### src/hdl/dtc_pkg.sv
// Notes on behaviour
// - Base tick is oscillator divided by 4, 16 or 64; code 11 reserved; reset divide-by-4.
// - With external qualify set, timer advances only while its interrupt pin high and run set.
// - Count source clear counts prescaled clock; set counts event pin pulses.
// - Mode 00 16-bit reload, 01 16-bit free, 10 8-bit reload, 11 split (timer 0).
// - Each timer has a high and a low 8-bit reload register, four in all.
// - 16-bit reload mode sets overflow flag when the high count byte overflows.
// - That overflow loads low and high count bytes from low and high reload registers.
// - 8-bit reload mode reloads the low byte from the low reload register.
// - 16-bit reload overflow interval is divisor times (65536 minus reload) oscillator cycles.
// - Configuration and mode registers reset to zero.
// - Counter mode counts falling edges of event pin, sampled every 2 oscillator cycles.
// - 8-bit reload mode sets flag on low byte overflow and leaves high byte unchanged.
// - Timer 1 in the split mode code holds its count as if stopped.
package dtc_pkg;
	localparam logic [11:0] ADDR_TIMER_CTRL = 12'h410;
	localparam logic [11:0] ADDR_SYS_CFG = 12'h440;
	localparam logic [11:0] ADDR_TIMER_MODE = 12'h45C;
	localparam logic [11:0] ADDR_CNT0_LO = 12'h460;
	localparam logic [11:0] ADDR_CNT0_HI = 12'h464;
	localparam logic [11:0] ADDR_CNT1_LO = 12'h468;
	localparam logic [11:0] ADDR_CNT1_HI = 12'h46C;
	localparam logic [11:0] ADDR_RLD0_LO = 12'h470;
	localparam logic [11:0] ADDR_RLD0_HI = 12'h474;
	localparam logic [11:0] ADDR_RLD1_LO = 12'h478;
	localparam logic [11:0] ADDR_RLD1_HI = 12'h47C;
	localparam logic [7:0] SYS_CFG_RESET = 8'h00;
	localparam logic [7:0] TIMER_MODE_RESET = 8'h00;
	localparam logic [7:0] TIMER_CTRL_RESET = 8'h00;
	localparam logic [7:0] SYS_CFG_MASK = 8'h0F;
	localparam int PRESCALE_LSB = 2;
	localparam int TIMER_MODE_REG_STRIDE = 4;
	localparam int TIMER_MODE_REG_GATE_BIT = 3;
	localparam int TIMER_MODE_REG_CT_BIT = 2;
	localparam int TCTRL_RUN0_BIT = 4;
	localparam int TCTRL_FLAG0_BIT = 5;
	localparam int TCTRL_RUN1_BIT = 6;
	localparam int TCTRL_FLAG1_BIT = 7;
	localparam logic [5:0] DIV4_LAST = 6'h03;
	localparam logic [5:0] DIV16_LAST = 6'h0F;
	localparam logic [5:0] DIV64_LAST = 6'h3F;
	localparam int EVENT_SAMPLE_NS = 10;
	localparam int CLK_PERIOD_NS = 5;
	localparam int EVENT_SAMPLE_CYC = (EVENT_SAMPLE_NS + CLK_PERIOD_NS - 1) / CLK_PERIOD_NS;
	localparam logic [1:0] PS_DIV4 = 2'b00;
	localparam logic [1:0] PS_DIV16 = 2'b01;
	localparam logic [1:0] PS_DIV64 = 2'b10;
	localparam logic [1:0] MODE_16_RELOAD = 2'b00;
	localparam logic [1:0] MODE_16_FREE = 2'b01;
	localparam logic [1:0] MODE_8_RELOAD = 2'b10;
	localparam logic [1:0] MODE_SPLIT = 2'b11;

	typedef enum {
		DTC_REG_NONE, DTC_REG_TCTRL, DTC_REG_SCFG, DTC_REG_TMODE,
		DTC_REG_CNT_LO, DTC_REG_CNT_HI, DTC_REG_RLD_LO, DTC_REG_RLD_HI
	} dtc_reg_t;
endpackage

### src/hdl/dtc_pin_in.sv
`timescale 1ns/1ps
module dtc_pin_in (
	input wire logic pclk,
	input wire logic presetn,
	input wire logic pin,
	input wire logic sample_tick,
	output logic level,
	output logic fall
);
	typedef struct packed {
		logic sync1;
		logic sync2;
		logic smp;
		logic fall;
	} dtc_pin_state_t;

	dtc_pin_state_t st_ff;
	dtc_pin_state_t nxt_st;

	////////////////////////////////////////////////////////////////
	// Synchroniser and sampled edge detect
	always_comb begin
		nxt_st = st_ff;
		nxt_st.sync1 = pin;
		nxt_st.sync2 = st_ff.sync1;
		nxt_st.fall = 1'b0;
		if (sample_tick) begin
			nxt_st.smp = st_ff.sync2;
			nxt_st.fall = st_ff.smp && !st_ff.sync2;
		end
	end

	always_ff @(posedge pclk or negedge presetn) begin
		if (!presetn) begin
			st_ff <= '0;
		end else begin
			st_ff <= nxt_st;
		end
	end

	assign level = st_ff.smp;
	assign fall = st_ff.fall;
endmodule // dtc_pin_in

### src/hdl/dtc_prescaler.sv
`timescale 1ns/1ps
module dtc_prescaler (
	input wire logic pclk,
	input wire logic presetn,
	input wire logic [1:0] prescale_sel,
	output logic base_tick,
	output logic sample_tick
);
	import dtc_pkg::*;

	typedef struct packed {
		logic [5:0] div_cnt;
		logic [5:0] samp_cnt;
		logic base;
		logic samp;
	} dtc_ps_state_t;

	dtc_ps_state_t st_ff;
	dtc_ps_state_t nxt_st;
	logic [5:0] last;
	logic valid;

	////////////////////////////////////////////////////////////////
	// Divider
	always_comb begin
		valid = 1'b1;
		last = DIV4_LAST;
		case (prescale_sel)
			PS_DIV4: last = DIV4_LAST;
			PS_DIV16: last = DIV16_LAST;
			PS_DIV64: last = DIV64_LAST;
			default: valid = 1'b0;
		endcase
		nxt_st = st_ff;
		nxt_st.base = 1'b0;
		if (!valid || st_ff.div_cnt >= last) begin
			nxt_st.div_cnt = 6'h00;
			nxt_st.base = valid;
		end else begin
			nxt_st.div_cnt = st_ff.div_cnt + 6'h01;
		end
		nxt_st.samp = 1'b0;
		if (st_ff.samp_cnt >= 6'(EVENT_SAMPLE_CYC - 1)) begin
			nxt_st.samp_cnt = 6'h00;
			nxt_st.samp = 1'b1;
		end else begin
			nxt_st.samp_cnt = st_ff.samp_cnt + 6'h01;
		end
	end

	always_ff @(posedge pclk or negedge presetn) begin
		if (!presetn) begin
			st_ff <= '0;
		end else begin
			st_ff <= nxt_st;
		end
	end

	assign base_tick = st_ff.base;
	assign sample_tick = st_ff.samp;
endmodule // dtc_prescaler

### src/hdl/dtc_top.sv
// Our own choice: the APB interface to the registers.
`timescale 1ns/1ps
module dtc_top (
	input wire logic pclk,
	input wire logic presetn,
	input wire logic psel,
	input wire logic penable,
	input wire logic pwrite,
	input wire logic [11:0] paddr,
	input wire logic [31:0] pwdata,
	output logic [31:0] prdata,
	output logic pready,
	output logic pslverr,
	input wire logic [1:0] event_input_pin,
	input wire logic [1:0] ext_int_pin,
	output logic [1:0] overflow_flag
);
	import dtc_pkg::*;

	typedef struct packed {
		logic [7:0] sys_cfg;
		logic [7:0] tmode;
		logic [1:0] run_bit;
		logic [1:0] flag;
		logic [1:0][7:0] count_low_byte;
		logic [1:0][7:0] count_high_byte;
		logic [1:0][7:0] reload_low_byte;
		logic [1:0][7:0] reload_high_byte;
		logic [31:0] rdata;
		logic err;
	} dtc_state_t;

	dtc_state_t st_ff;
	dtc_state_t nxt_st;
	logic base_tick;
	logic sample_tick;
	logic [3:0] pins;
	logic [3:0] pin_lvl;
	logic [3:0] pin_fall;
	logic [1:0] int_lvl;
	logic [1:0] ev_fall;

	////////////////////////////////////////////////////////////////
	// Address decode
	function automatic dtc_reg_t decode(input logic [11:0] a);
		case (a)
			ADDR_TIMER_CTRL: decode = DTC_REG_TCTRL;
			ADDR_SYS_CFG: decode = DTC_REG_SCFG;
			ADDR_TIMER_MODE: decode = DTC_REG_TMODE;
			ADDR_CNT0_LO, ADDR_CNT1_LO: decode = DTC_REG_CNT_LO;
			ADDR_CNT0_HI, ADDR_CNT1_HI: decode = DTC_REG_CNT_HI;
			ADDR_RLD0_LO, ADDR_RLD1_LO: decode = DTC_REG_RLD_LO;
			ADDR_RLD0_HI, ADDR_RLD1_HI: decode = DTC_REG_RLD_HI;
			default: decode = DTC_REG_NONE;
		endcase
	endfunction

	// Timer selected by a per-timer address
	function automatic int unsigned timer_of(input logic [11:0] a);
		case (a)
			ADDR_CNT1_LO, ADDR_CNT1_HI, ADDR_RLD1_LO, ADDR_RLD1_HI: timer_of = 1;
			default: timer_of = 0;
		endcase
	endfunction

	////////////////////////////////////////////////////////////////
	// Clock divider and pins
	dtc_prescaler u_prescaler (
		.pclk(pclk),
		.presetn(presetn),
		.prescale_sel(st_ff.sys_cfg[PRESCALE_LSB +: 2]),
		.base_tick(base_tick),
		.sample_tick(sample_tick)
	);

	assign pins = {ext_int_pin, event_input_pin};

	genvar g;
	generate
		for (g = 0; g < 4; g++) begin : g_pin
			dtc_pin_in u_pin (
				.pclk(pclk),
				.presetn(presetn),
				.pin(pins[g]),
				.sample_tick(sample_tick),
				.level(pin_lvl[g]),
				.fall(pin_fall[g])
			);
		end
	endgenerate

	assign ev_fall = pin_fall[1:0];
	assign int_lvl = pin_lvl[3:2];

	////////////////////////////////////////////////////////////////
	// Counting, register access
	always_comb begin
		logic [1:0] mode;
		logic gate;
		logic ct;
		logic run;
		logic tick;
		logic [1:0] set_flag;
		logic [15:0] cnt16;
		logic split0;
		dtc_reg_t rsel;
		int unsigned ti;
		logic [7:0] rbyte;
		mode = 2'b00;
		gate = 1'b0;
		ct = 1'b0;
		run = 1'b0;
		tick = 1'b0;
		set_flag = 2'b00;
		cnt16 = 16'h0000;
		rbyte = 8'h00;
		nxt_st = st_ff;
		split0 = (st_ff.tmode[1:0] == MODE_SPLIT);
		rsel = decode(paddr);
		ti = timer_of(paddr);

		for (int n = 0; n < 2; n++) begin
			mode = st_ff.tmode[n * TIMER_MODE_REG_STRIDE +: 2];
			gate = st_ff.tmode[n * TIMER_MODE_REG_STRIDE + TIMER_MODE_REG_GATE_BIT];
			ct = st_ff.tmode[n * TIMER_MODE_REG_STRIDE + TIMER_MODE_REG_CT_BIT];
			run = st_ff.run_bit[n] && (!gate || int_lvl[n]);
			tick = run && (ct ? ev_fall[n] : base_tick);
			cnt16 = {st_ff.count_high_byte[n], st_ff.count_low_byte[n]};
			case (mode)
				MODE_16_RELOAD: begin
					if (tick) begin
						if (cnt16 == 16'hFFFF) begin
							set_flag[n] = 1'b1;
							nxt_st.count_low_byte[n] = st_ff.reload_low_byte[n];
							nxt_st.count_high_byte[n] = st_ff.reload_high_byte[n];
						end else begin
							{nxt_st.count_high_byte[n], nxt_st.count_low_byte[n]} = cnt16 + 16'h0001;
						end
					end
				end
				MODE_16_FREE: begin
					if (tick) begin
						{nxt_st.count_high_byte[n], nxt_st.count_low_byte[n]} = cnt16 + 16'h0001;
						if (cnt16 == 16'hFFFF) begin
							set_flag[n] = 1'b1;
						end
					end
				end
				MODE_8_RELOAD: begin
					if (tick) begin
						if (st_ff.count_low_byte[n] == 8'hFF) begin
							set_flag[n] = 1'b1;
							nxt_st.count_low_byte[n] = st_ff.reload_low_byte[n];
						end else begin
							nxt_st.count_low_byte[n] = st_ff.count_low_byte[n] + 8'h01;
						end
					end
				end
				default: begin
					if (n == 0) begin
						if (tick) begin
							nxt_st.count_low_byte[0] = st_ff.count_low_byte[0] + 8'h01;
							set_flag[0] = (st_ff.count_low_byte[0] == 8'hFF);
						end
						// High byte is a plain timer on the second run bit
						if (base_tick && st_ff.run_bit[1]) begin
							nxt_st.count_high_byte[0] = st_ff.count_high_byte[0] + 8'h01;
							set_flag[1] = (st_ff.count_high_byte[0] == 8'hFF);
						end
					end
					// Timer 1 holds in this mode code
				end
			endcase
		end
		// Flag 1 comes from the timer 0 high byte, not timer 1, while timer 0 owns it
		if (split0 && st_ff.tmode[TIMER_MODE_REG_STRIDE +: 2] != MODE_SPLIT) begin
			set_flag[1] = (st_ff.tmode[1:0] == MODE_SPLIT) && base_tick && st_ff.run_bit[1]
				&& (st_ff.count_high_byte[0] == 8'hFF);
		end

		// APB write in access phase
		if (psel && penable && pwrite) begin
			case (rsel)
				DTC_REG_TCTRL: begin
					nxt_st.run_bit[0] = pwdata[TCTRL_RUN0_BIT];
					nxt_st.run_bit[1] = pwdata[TCTRL_RUN1_BIT];
					nxt_st.flag[0] = pwdata[TCTRL_FLAG0_BIT];
					nxt_st.flag[1] = pwdata[TCTRL_FLAG1_BIT];
				end
				DTC_REG_SCFG: nxt_st.sys_cfg = pwdata[7:0] & SYS_CFG_MASK;
				DTC_REG_TMODE: nxt_st.tmode = pwdata[7:0];
				DTC_REG_CNT_LO: nxt_st.count_low_byte[ti] = pwdata[7:0];
				DTC_REG_CNT_HI: nxt_st.count_high_byte[ti] = pwdata[7:0];
				DTC_REG_RLD_LO: nxt_st.reload_low_byte[ti] = pwdata[7:0];
				DTC_REG_RLD_HI: nxt_st.reload_high_byte[ti] = pwdata[7:0];
				default: begin
				end
			endcase
		end
		// Hardware set wins over software clear
		nxt_st.flag = nxt_st.flag | set_flag;

		// Read data and error captured in setup phase
		if (psel && !penable) begin
			case (rsel)
				DTC_REG_TCTRL: begin
					rbyte = 8'h00;
					rbyte[TCTRL_RUN0_BIT] = st_ff.run_bit[0];
					rbyte[TCTRL_RUN1_BIT] = st_ff.run_bit[1];
					rbyte[TCTRL_FLAG0_BIT] = st_ff.flag[0];
					rbyte[TCTRL_FLAG1_BIT] = st_ff.flag[1];
				end
				DTC_REG_SCFG: rbyte = st_ff.sys_cfg;
				DTC_REG_TMODE: rbyte = st_ff.tmode;
				DTC_REG_CNT_LO: rbyte = st_ff.count_low_byte[ti];
				DTC_REG_CNT_HI: rbyte = st_ff.count_high_byte[ti];
				DTC_REG_RLD_LO: rbyte = st_ff.reload_low_byte[ti];
				DTC_REG_RLD_HI: rbyte = st_ff.reload_high_byte[ti];
				default: rbyte = 8'h00;
			endcase
			nxt_st.rdata = {24'h000000, rbyte};
			nxt_st.err = (rsel == DTC_REG_NONE);
		end
	end

	always_ff @(posedge pclk or negedge presetn) begin
		if (!presetn) begin
			st_ff <= '0;
			st_ff.sys_cfg <= SYS_CFG_RESET;
			st_ff.tmode <= TIMER_MODE_RESET;
		end else begin
			st_ff <= nxt_st;
		end
	end

	assign pready = psel && penable;
	assign prdata = st_ff.rdata;
	assign pslverr = psel && penable && st_ff.err;
	assign overflow_flag = st_ff.flag;
endmodule // dtc_top

### config.mk
export PLATFORM = sky130hd
export DESIGN_NAME = dtc_top
export DESIGN_NICKNAME = d
export VERILOG_FILES = /design/src/hdl/dtc_pkg.sv /design/src/hdl/dtc_pin_in.sv /design/src/hdl/dtc_prescaler.sv /design/src/hdl/dtc_top.sv
export SDC_FILE = /design/constraint.sdc
export NUM_CORES = 1
export LEC_CHECK = 0
export BUFFER_PORTS_ARGS = -buffer_cell sky130_fd_sc_hd__clkbuf_2
export CAP_MARGIN = 10
export CORE_MARGIN = 1.5
export CORE_UTILIZATION = 52
export DETAILED_ROUTE_END_ITERATION = 16
export GPL_TIMING_DRIVEN = 0
export PLACE_DENSITY = 0.72
export RECOVER_POWER = 50
export SYNTH_ARGS = -nofsm -noshare
export SYNTH_HDL_FRONTEND = slang
export SYNTH_SLANG_ARGS = --single-unit
### constraint.sdc
create_clock -name pclk -period 5.8 [get_ports pclk]
set_input_delay 1.74 -clock pclk [delete_from_list [all_inputs] [get_ports pclk]]
set_output_delay 1.74 -clock pclk [all_outputs]
set_load 0.01 [all_outputs]
==> Word-level counts from Yosys, hierarchy flattened <==
Index checks and enable logic that the tools add are counted.
{ "word_totals": {"mem_bits_rw": 0, "regBits": 117, "latchBits": 0, "wordCells": 187, "mem_bits_ro": 0, "output_inout_bits": 36, "memories": 0, "input_bits": 53} }
{ "op_classes": {"div": 0, "magnitude_cmp": 4, "n_mux": 69, "shifts": 0, "eq_ne": 31, "reduce_logical": 43, "multipliers": 0, "bitwise": 1, "addsub": 7} }
{ "ops": {"columns": ["op", "count"], "rows": [
  ["$mux W8", 27],
  ["$eq A12 B11 Y1 const B", 11],
  ["$eq A32 B3 Y1 const B", 4],
  ["$pmux W8 S3", 3],
  ["$mux W66", 1],
  ["$bwmux W16", 4],
  ["$eq A32 B2 Y1 const B", 2],
  ["$mux W16", 4],
  ["$pmux W8 S7", 1],
  ["$add A16 B1 Y16 const B", 2],
  ["$eq A16 B16 Y1 const B", 2],
  ["$eq A32 B1 Y1 const B", 1],
  ["$ge A32 B1 Y1 const B", 1],
  ["$logic_not A32 Y1", 1],
  ["$lt A32 B2 Y1 const B", 1],
  ["$add A8 B1 Y8 const B", 3],
  ["$eq A8 B8 Y1 const B", 3],
  ["$pmux W3 S7", 1],
  ["$mux W1", 20],
  ["$logic_and A1 B1 Y1", 16],
  ["$pmux W8 S2", 1],
  ["$add A6 B1 Y6 const B", 2],
  ["$mux W6", 2],
  ["$pmux W6 S2", 1],
  ["other kinds (16)", 41]
]} }

==> Longest topological paths before layout <==
Gate-level depths: netlist (run 1).
{ "depth": {"word_depth": 11, "mapped_depth": 8, "ltp_nobuf": 8} }

==> Modules after synthesis <==
From an unflattened synthesis (run 1), not the netlist that was laid out.
{ "hier_totals": {"cells_unflattened": 797, "area_unflattened_um2": 7616.1} }
{ "modules_own_cells": {"columns": ["module", "cells_each", "area_per_inst_um2", "instances", "seq_area_each_um2"], "rows": [
  ["dtc_top", 718, 6473.7, 1, 2227.1],
  ["dtc_prescaler", 55, 641.9, 1, 350.3],
  ["dtc_pin_in", 6, 125.1, 4, 100.1]
]} }

==> Worst setup path before layout (run 1) <==
OpenSTA, ideal clock, no wires.
{ "synth_timing": {"path_kind": "input to output", "startpoint": "input psel", "endpoint": "output pslverr", "path_slack_ns": 2.140, "path_buffers": 0, "required_time_ns": 4.060, "arrival_time_ns": 1.920, "path_stages": 1, "path_cell_list": "and3_1"} }
{ "synth_via": {"elab_chain_cells": 2} }
{ "synth_lines": {"columns": ["item", "line", "source"], "rows": [
  ["start, declared", "dtc_top.sv:6", "input wire logic psel,"],
  ["$logic_and A1 B1 Y1 (2 in series)", "dtc_top.sv:238", "assign pslverr = psel && penable && st_ff.err;"],
  ["end, declared", "dtc_top.sv:13", "output logic pslverr,"]
]} }
No other way between the ends.

==> Final worst setup path (run 1) <==
Ends and elaborated chain as after synthesis.

==> results of run 1 <==
## cell usage in the layout (no fill, tap or decap), types with 19 or more instances in the layout
master / count
sky130_fd_sc_hd__dfrtp_1: 117
sky130_fd_sc_hd__nand2_1: 55
sky130_fd_sc_hd__mux2_2: 52
sky130_fd_sc_hd__nor2_1: 47
sky130_fd_sc_hd__clkbuf_1: 41
sky130_fd_sc_hd__nand3_1: 38
sky130_fd_sc_hd__buf_4: 34
sky130_fd_sc_hd__clkbuf_2: 33
sky130_fd_sc_hd__inv_1: 29
sky130_fd_sc_hd__nand4_1: 27
sky130_fd_sc_hd__nor3_1: 27
sky130_fd_sc_hd__o21ai_0: 27
sky130_fd_sc_hd__conb_1: 27
sky130_fd_sc_hd__mux2i_1: 20
sky130_fd_sc_hd__a21oi_1: 20
sky130_fd_sc_hd__nor4_1: 19
## metal layers
layer / global-route usage / routed length, um
met5: 0 / 0
met4: 0.1629 / 1344
met3: 0.08664 / 2793
met2: 0.4615 / 10440
met1: 0.4516 / 10080
## final cells by class
class                           count  area [um2]  share of cell area
Buffer                             87       467.9             0.05344
Clock buffer                       19       452.9             0.05173
Clock inverter                     13       143.9             0.01643
Inverter                           29       108.9             0.01243
Multi-Input combinational cell    598        4233              0.4834
Sequential cell                   117        2928              0.3344
Tap cell                          184       230.2             0.02629
Timing Repair Buffer               34       191.4             0.02186
## cell families (layout without fill, tap and decap cells)
kind of cell	Yosys count	count (layout)
xor+xnor	14	14
fa+ha+maj	13	13
other cells	1	27
compound gates	183	183
simple gates	283	283
flops	117	117
mux	78	78
buf+inv	116	182
## metrics by stage
stage / utilization / setup slack [ps] / hold slack [ps] / instances
CTS: 0.6077 / 1943 / 353.1 / 1081
detailed placement: 0.5664 / 1607 / 340.3 / 1049
global route: 0.6070 / 1499 / 355.1 / 1081
global placement: 0.5638 / 1204 / 333.7 / 1048
floorplan: - / 2140 / 331.2 / 831
finish: 0.6070 / 1939 / 350.1 / 1081
## how the worst max path moves through the flow
stage,slack [ps],from,endpoint
5_1_grt,1500,presetn,st_ff[70]$_DFF_PN0_
4_1_cts,1940,psel,pslverr
2_1_floorplan,2140,psel,pslverr
3_5_place_dp,1610,paddr[9],st_ff[107]$_DFFE_PN0P_
3_3_place_gp,1200,presetn,st_ff[70]$_DFF_PN0_
6_report,1940,psel,pslverr
## where the power goes
part	internal (mW)	switching [mW]
combinational	0.182	0.312
clock	0.659	0.416
sequential	0.871	0.0830
## critical path, stage by stage
cell and delay [ps]:
sky130_fd_sc_hd__clkbuf_2 100, sky130_fd_sc_hd__and3_1 160, sky130_fd_sc_hd__clkbuf_2 120
==> impl_results.md, run 1 <==
- N_diodes: 0
- Std-Cell Core Area: 14420 um2
- Number of antenna-violating nets in the routed design: 0
- H-tree Lvls: 4
- Max-cap violation count: 1
- Top-level port count: 89
- Final-layout fill cell count: 1252
- Sequential fraction of the synthesis area: 0.3832
- Flop2flop setup slack: 2840 ps
- Cell at the root of the clock tree: sky130_fd_sc_hd__clkbuf_16
- Post-CTS sizing: 0
- Std-Cell Rows: 44
- Hold WC Path Type: reg -> reg
- Fraction of post-synthesis cell area in the top cell type by area: 0.3832
- Reported leakage power: 3.747 nW
- Chip Width: 124.2 um
- Max frequency: 259.0 MHz
- Violated checks: max-capacitance violations, max-slew violations
- Leading post-synthesis cells by cell area: sky130_fd_sc_hd__dfrtp_1 38%, sky130_fd_sc_hd__mux2_2 7.7%, sky130_fd_sc_hd__buf_4 3.3%
- Total non-filler cell area in the finished layout: 8756 um2
- Number of clock sinks: 117
- Distinct cell type count after synthesis: 74
- Hold EP: g_pin[1].u_pin.st_ff[2]$_DFF_PN0_
- Endpoints failing hold: 0
- Number of buffers added on ports: 33
- Number of global-route vias before repair: 6656
- Iteration-0 DRC count of the detailed router: 775
- Main combinational cell family by area after synthesis: simple AND/OR/NAND/NOR gates
- Total chip power: 2.524 mW
- Setup TNS Final: 0 ps
- Startpoint class of the critical path: input port
- Fraction of layout cells with a size suffix above 1: 0.2051
- Peak supply drop: 0.2797 mV
- Later-pin clock latency in the skew report: 430 ps
- Hold Startpoint: g_pin[1].u_pin.nxt_st[2]$_DFF_PN0_
- Area growth, synth to finish: 14.61%
- RR Startpoint: st_ff[92]$_DFF_PN0_
- Run status: finished, violations left
- Clk buf depth: 2
- Postcts setup bufs: 0
- Type of element capturing the critical path: primary output
- Crit Path Max Fanout: 4
- Part of the cycle the worst path needs: 0.6657
- Predominant post-synthesis flop cell: sky130_fd_sc_hd__dfrtp_1
- Tightest slew margin relative to the limit: -0.8110
- Total number of vias: 7230
- Arrival time at the worst endpoint: 2120 ps
- TritonCTS clock tree: done
- Kind of critical path: in -> out
- Post-synthesis simple-gate area fraction: 0.2062
- Clock buffers created by TritonCTS: 17
- Commonest cells in the netlist: 117 x sky130_fd_sc_hd__dfrtp_1, 55 x sky130_fd_sc_hd__nand2_1, 52 x sky130_fd_sc_hd__mux2_2, 47 x sky130_fd_sc_hd__nor2_1, 40 x sky130_fd_sc_hd__clkbuf_1
- Share of cell area taken by muxes after synthesis: 0.1205
- Number of enable-type register cells in the synthesized netlist: 0
- Final net count: 950
- Clock Pin Slew Worst Setup and Hold Paths: 50 ps
- Path depth of the worst reg2reg path: 6
- Half-perimeter wire length after detailed placement: 17950 um
- Avg Inst Size Synth: 9.490 um2
- Adder-cell share of the synthesized area: 0.02129
- YS warnings: 0
- Post-synth top area cell: sky130_fd_sc_hd__dfrtp_1
- XOR/XNOR share of the synthesized area: 0.01605
- Clock tree skew after final layout: 13.04 ps
- Total congestion overflow after global routing: 0
- DRT Wirelength: 24650 um
- Number of antenna violations at the first check in global routing: 0
- Initial cell density of the core: 0.5297
- Count of hold buffers inserted by post-cts repair: 0
- Max-slew violation total from the final report: 49
- Overall die height: 124.2 um
- Number of iterations in the first detailed-routing pass: 8
- Placed standard-cell area: 8169 um2
- Total die area: 15430 um2
- GP Congestion: 0.9991
- Req. time, crit path: 4060 ps
- Setup repair after global routing missed its margin: no
- Cells after synthesis: 805
- Min Tclk post-route: 3861 ps
- Area of the mapped netlist: 7640 um2
- Share of the synthesized area in compound gates (AO/OA/AOI/OAI): 0.1767
- Number of setup violations in the final report: 0
- Final routed DRC violation total: 0
- Worst hold path depth: 0
- Most common cell in the synthesized netlist: sky130_fd_sc_hd__dfrtp_1
- Destination of the worst register-to-register timing path: st_ff[73]$_DFF_PN0_
- First-pass GRT wire length: 38430 um
- Async set-or-reset flop fraction in the synthesized netlist: 1.000
- Worst Max-Slew Pin Slew: 2717 ps
- Ratio of total power to cell area: 288.3 nW/um2
- Maximum number of pins on one net before global-route repair: 70
- Post-detailed-route wirelength per cell: 22.80 um
- Total routing resource utilization after global routing: 0.3232
- Post-synthesis register bit count: 117
- Vias/cell: 6.688
Power figures use the tool's default switching activity.
==> run 2: changes to the inputs <==
--- a/config.mk
+++ b/config.mk
@@ -11,7 +11,7 @@
 export CORE_UTILIZATION = 52
 export DETAILED_ROUTE_END_ITERATION = 16
 export GPL_TIMING_DRIVEN = 0
-export PLACE_DENSITY = 0.72
+export PLACE_DENSITY = 0.75
 export RECOVER_POWER = 50
 export SYNTH_ARGS = -nofsm -noshare
 export SYNTH_HDL_FRONTEND = slang
==> constraint.sdc (replaced) <==
create_clock -name pclk -period 3.36 [get_ports pclk]
set_input_delay 1.008 -clock pclk [delete_from_list [all_inputs] [get_ports pclk]]
set_output_delay 1.008 -clock pclk [all_outputs]
set_load 0.01 [all_outputs]
==> impl_results.md, run 2 (synthesis results as in run 1) <==
- Highest routing layer actually used: met4 (unchanged)
- Tightest slew margin relative to the limit: 0.1126 (was -0.8110)
- Final routed DRC violation total: 0 (unchanged)
- Overall die height: 124.2 um (unchanged)
- Reported leakage power: 3.735 nW (was 3.747 nW)
- Setup repair after global routing missed its margin: no (unchanged)
- Number of setup violations in the final report: 0 (unchanged)
- Vias/cell: 6.584 (was 6.688)
- Number of global-route vias before repair: 6651 (was 6656)
- Number of antenna-violating nets in the routed design: 0 (unchanged)
- Clock Pin Slew Worst Setup and Hold Paths: 50 ps (about the same)
- Part of the cycle the worst path needs: 0.8828
- Number of antenna violations at the first check in global routing: 0 (unchanged)
- GP Congestion: 0.9849 (was 0.9991)
- Chip Width: 124.2 um (unchanged)
- Switching part of the total power: 0.3115 (was 0.3215)
- H-tree Lvls: 4 (unchanged)
- Fraction of layout cells with a size suffix above 1: 0.2020 (was 0.2051)
- Total congestion overflow after global routing: 0 (unchanged)
- Clock buffers created by TritonCTS: 17 (unchanged)
- Max-slew violation total from the final report: 0 (was 49)
- Kind of critical path: in -> reg (was in -> out)
- Initial cell density of the core: 0.5297 (unchanged)
- Hold WC Path Type: reg -> reg (unchanged)
- Sequential power share: 0.393 (was 0.378)
- Top-level port count: 89 (unchanged)
- DRT Wirelength: 24220 um (was 24650 um)
- Total length of routed met2 wires: 10270 um (was 10440 um)
- Std-Cell Core Area: 14420 um2 (unchanged)
- Min Tclk post-route: 2966 ps
- Clock tree skew after final layout: 6.179 ps (was 13.04 ps)
- Worst setup slack after placement: 19.21 ps (was 1607 ps)
- Post-CTS sizing: 0 (unchanged)
- Maximum number of pins on one net before global-route repair: 97 (was 70)
- Ordered cell list for the critical path: clkbuf_2 > or4b_1 > buf_2 > nor4_4 > nand4_1 > o221a_2 > a221o_1 (was clkbuf_2 > and3_1 > clkbuf_2)
- Half-perimeter wire length after detailed placement: 17610 um (was 17950 um)
- Final-layout fill cell count: 1248 (was 1252)
- Count of hold buffers inserted by post-cts repair: 0 (unchanged)
- Cell at the root of the clock tree: sky130_fd_sc_hd__clkbuf_16 (unchanged)
- First-pass GRT wire length: 38540 um (was 38430 um)
- Share of total power in the clock network: 0.407 (was 0.426)
- Crit Path Max Fanout: 7 (was 4)
- Std-Cell Rows: 44 (unchanged)
- Gate power share: 0.200 (was 0.196)
- Total routing resource utilization after global routing: 0.3232 (about the same)
- Most common library cell in the layout ignoring fill and taps: sky130_fd_sc_hd__dfrtp_1 (unchanged)
- Met3 routed wirelength: 2837 um (was 2793 um)
- Slowest cell on the critical path: sky130_fd_sc_hd__or4b_1 (was sky130_fd_sc_hd__and3_1)
- Total die area: 15430 um2 (unchanged)
- Final net count: 950 (unchanged)
- Post-route met1 wirelength: 9770 um (was 10080 um)
- Total non-filler cell area in the finished layout: 8712 um2 (was 8756 um2)
- Clk buf depth: 2 (unchanged)
- Number of iterations in the first detailed-routing pass: 7 (was 8)
- Number of clock sinks: 117 (unchanged)
- N_diodes: 0 (unchanged)
- Type of element capturing the critical path: flop (was primary output)
- Ratio of total power to cell area: 480.1 nW/um2 (was 288.3 nW/um2)
- Startpoint class of the critical path: input port (unchanged)
- Later-pin clock latency in the skew report: 420 ps (was 430 ps)
- Iteration-0 DRC count of the detailed router: 1152 (was 775)
- Total chip power: 4.183 mW (was 2.524 mW)
- Internal power contribution: 2.880 mW (was 1.713 mW)
- Number of buffers added on ports: 33 (unchanged)
- Power dissipated by switching net loads: 1.303 mW (was 0.8116 mW)
- Max-cap violation count: 0 (was 1)
- Endpoints failing hold: 0 (unchanged)
- Postcts setup bufs: 0 (unchanged)
- Worst path setup slack after routing: 393.9 ps (was 1939 ps)
- Maximum cell stage delay along the critical path: 510 ps (was 160 ps)
- TritonCTS clock tree: done (unchanged)
- Area growth, synth to finish: 14.04% (was 14.61%)
- Req. time, crit path: 3660 ps (was 4060 ps)
- Arrival time at the worst endpoint: 3270 ps (was 2120 ps)
- Post-detailed-route wirelength per cell: 22.43 um (was 22.80 um)
- Total number of vias: 7111 (was 7230)
- Placed standard-cell area: 8169 um2 (unchanged)
- Commonest cells after routing, fill and taps aside: 117 x sky130_fd_sc_hd__dfrtp_1, 55 x sky130_fd_sc_hd__nand2_1, 52 x sky130_fd_sc_hd__mux2_2 (unchanged)
- Max frequency: 337.1 MHz
- Peak supply drop: 0.5084 mV (was 0.2797 mV)
- Run status: finished clean (was finished, violations left)
- Worst Max-Slew Pin Slew: 1331 ps (was 2717 ps)
[run 2: power groups by stage]
stage	Combinational, mW	Sequential (mW)	Clock [mW]
3_5_place_dp	0.812	1.66	0
5_1_grt	0.928	1.66	1.78
4_1_cts	0.816	1.64	1.71
2_1_floorplan	0.594	1.61	0
3_3_place_gp	0.792	1.66	0
6_report	0.838	1.64	1.70
[run 2: worst paths after layout]
path	startpoint	to	slack, ps	cells past startpoint
max	paddr[9]	st_ff[66]$_DFF_PN0_	390	7
min	g_pin[3].u_pin.nxt_st[2]$_DFF_PN0_	g_pin[3].u_pin.st_ff[2]$_DFF_PN0_	350	0
max reg2reg	st_ff[90]$_DFF_PN0_	st_ff[76]$_DFF_PN0_	450	6
min reg2reg	g_pin[3].u_pin.nxt_st[2]$_DFF_PN0_	g_pin[3].u_pin.st_ff[2]$_DFF_PN0_	350	0
max in group asynchronous	presetn	st_ff[68]$_DFF_PN0_	1410	2
min in group asynchronous	presetn	st_ff[93]$_DFF_PN0_	870	1
[run 2: metrics by stage]
step	util	hold WS [ps]	TNS, ps	cells
finish	0.6040	349.1	0	1080
global route	0.6040	355.1	0	1080
CTS	0.6047	353.8	0	1080
detailed placement	0.5664	335.8	0	1049
global placement	0.5638	332.9	-52740	1048
floorplan	-	331.2	0	831
[run 2: area by class of cell]
cell class | count | area [um2] | area share
buffer | 87 | 467.9 | 0.05371
clock buffer | 22 | 474.2 | 0.05443
clock inverter | 9 | 78.83 | 0.009048
inverter | 29 | 108.9 | 0.01249
multi-input combinational | 598 | 4233 | 0.4859
sequential | 117 | 2928 | 0.3361
tap | 184 | 230.2 | 0.02643
timing repair buffer | 34 | 191.4 | 0.02197
[run 2: per-layer routing]
metal / global-route usage / vias to the layer above
met5: 0 / -
met4: 0.1907 / 0
met3: 0.08534 / 107
met2: 0.4599 / 499
met1: 0.4422 / 3339
li1: - / 3166
[run 2: worst max-delay path: cells and delay by family]
| family | cells | cell delay [ps] |
|---|---|---|
| buffers and inverters | 2 | 290 |
| and+or+nand+nor | 3 | 1340 |
| AOI/OAI and AO/OA | 2 | 620 |
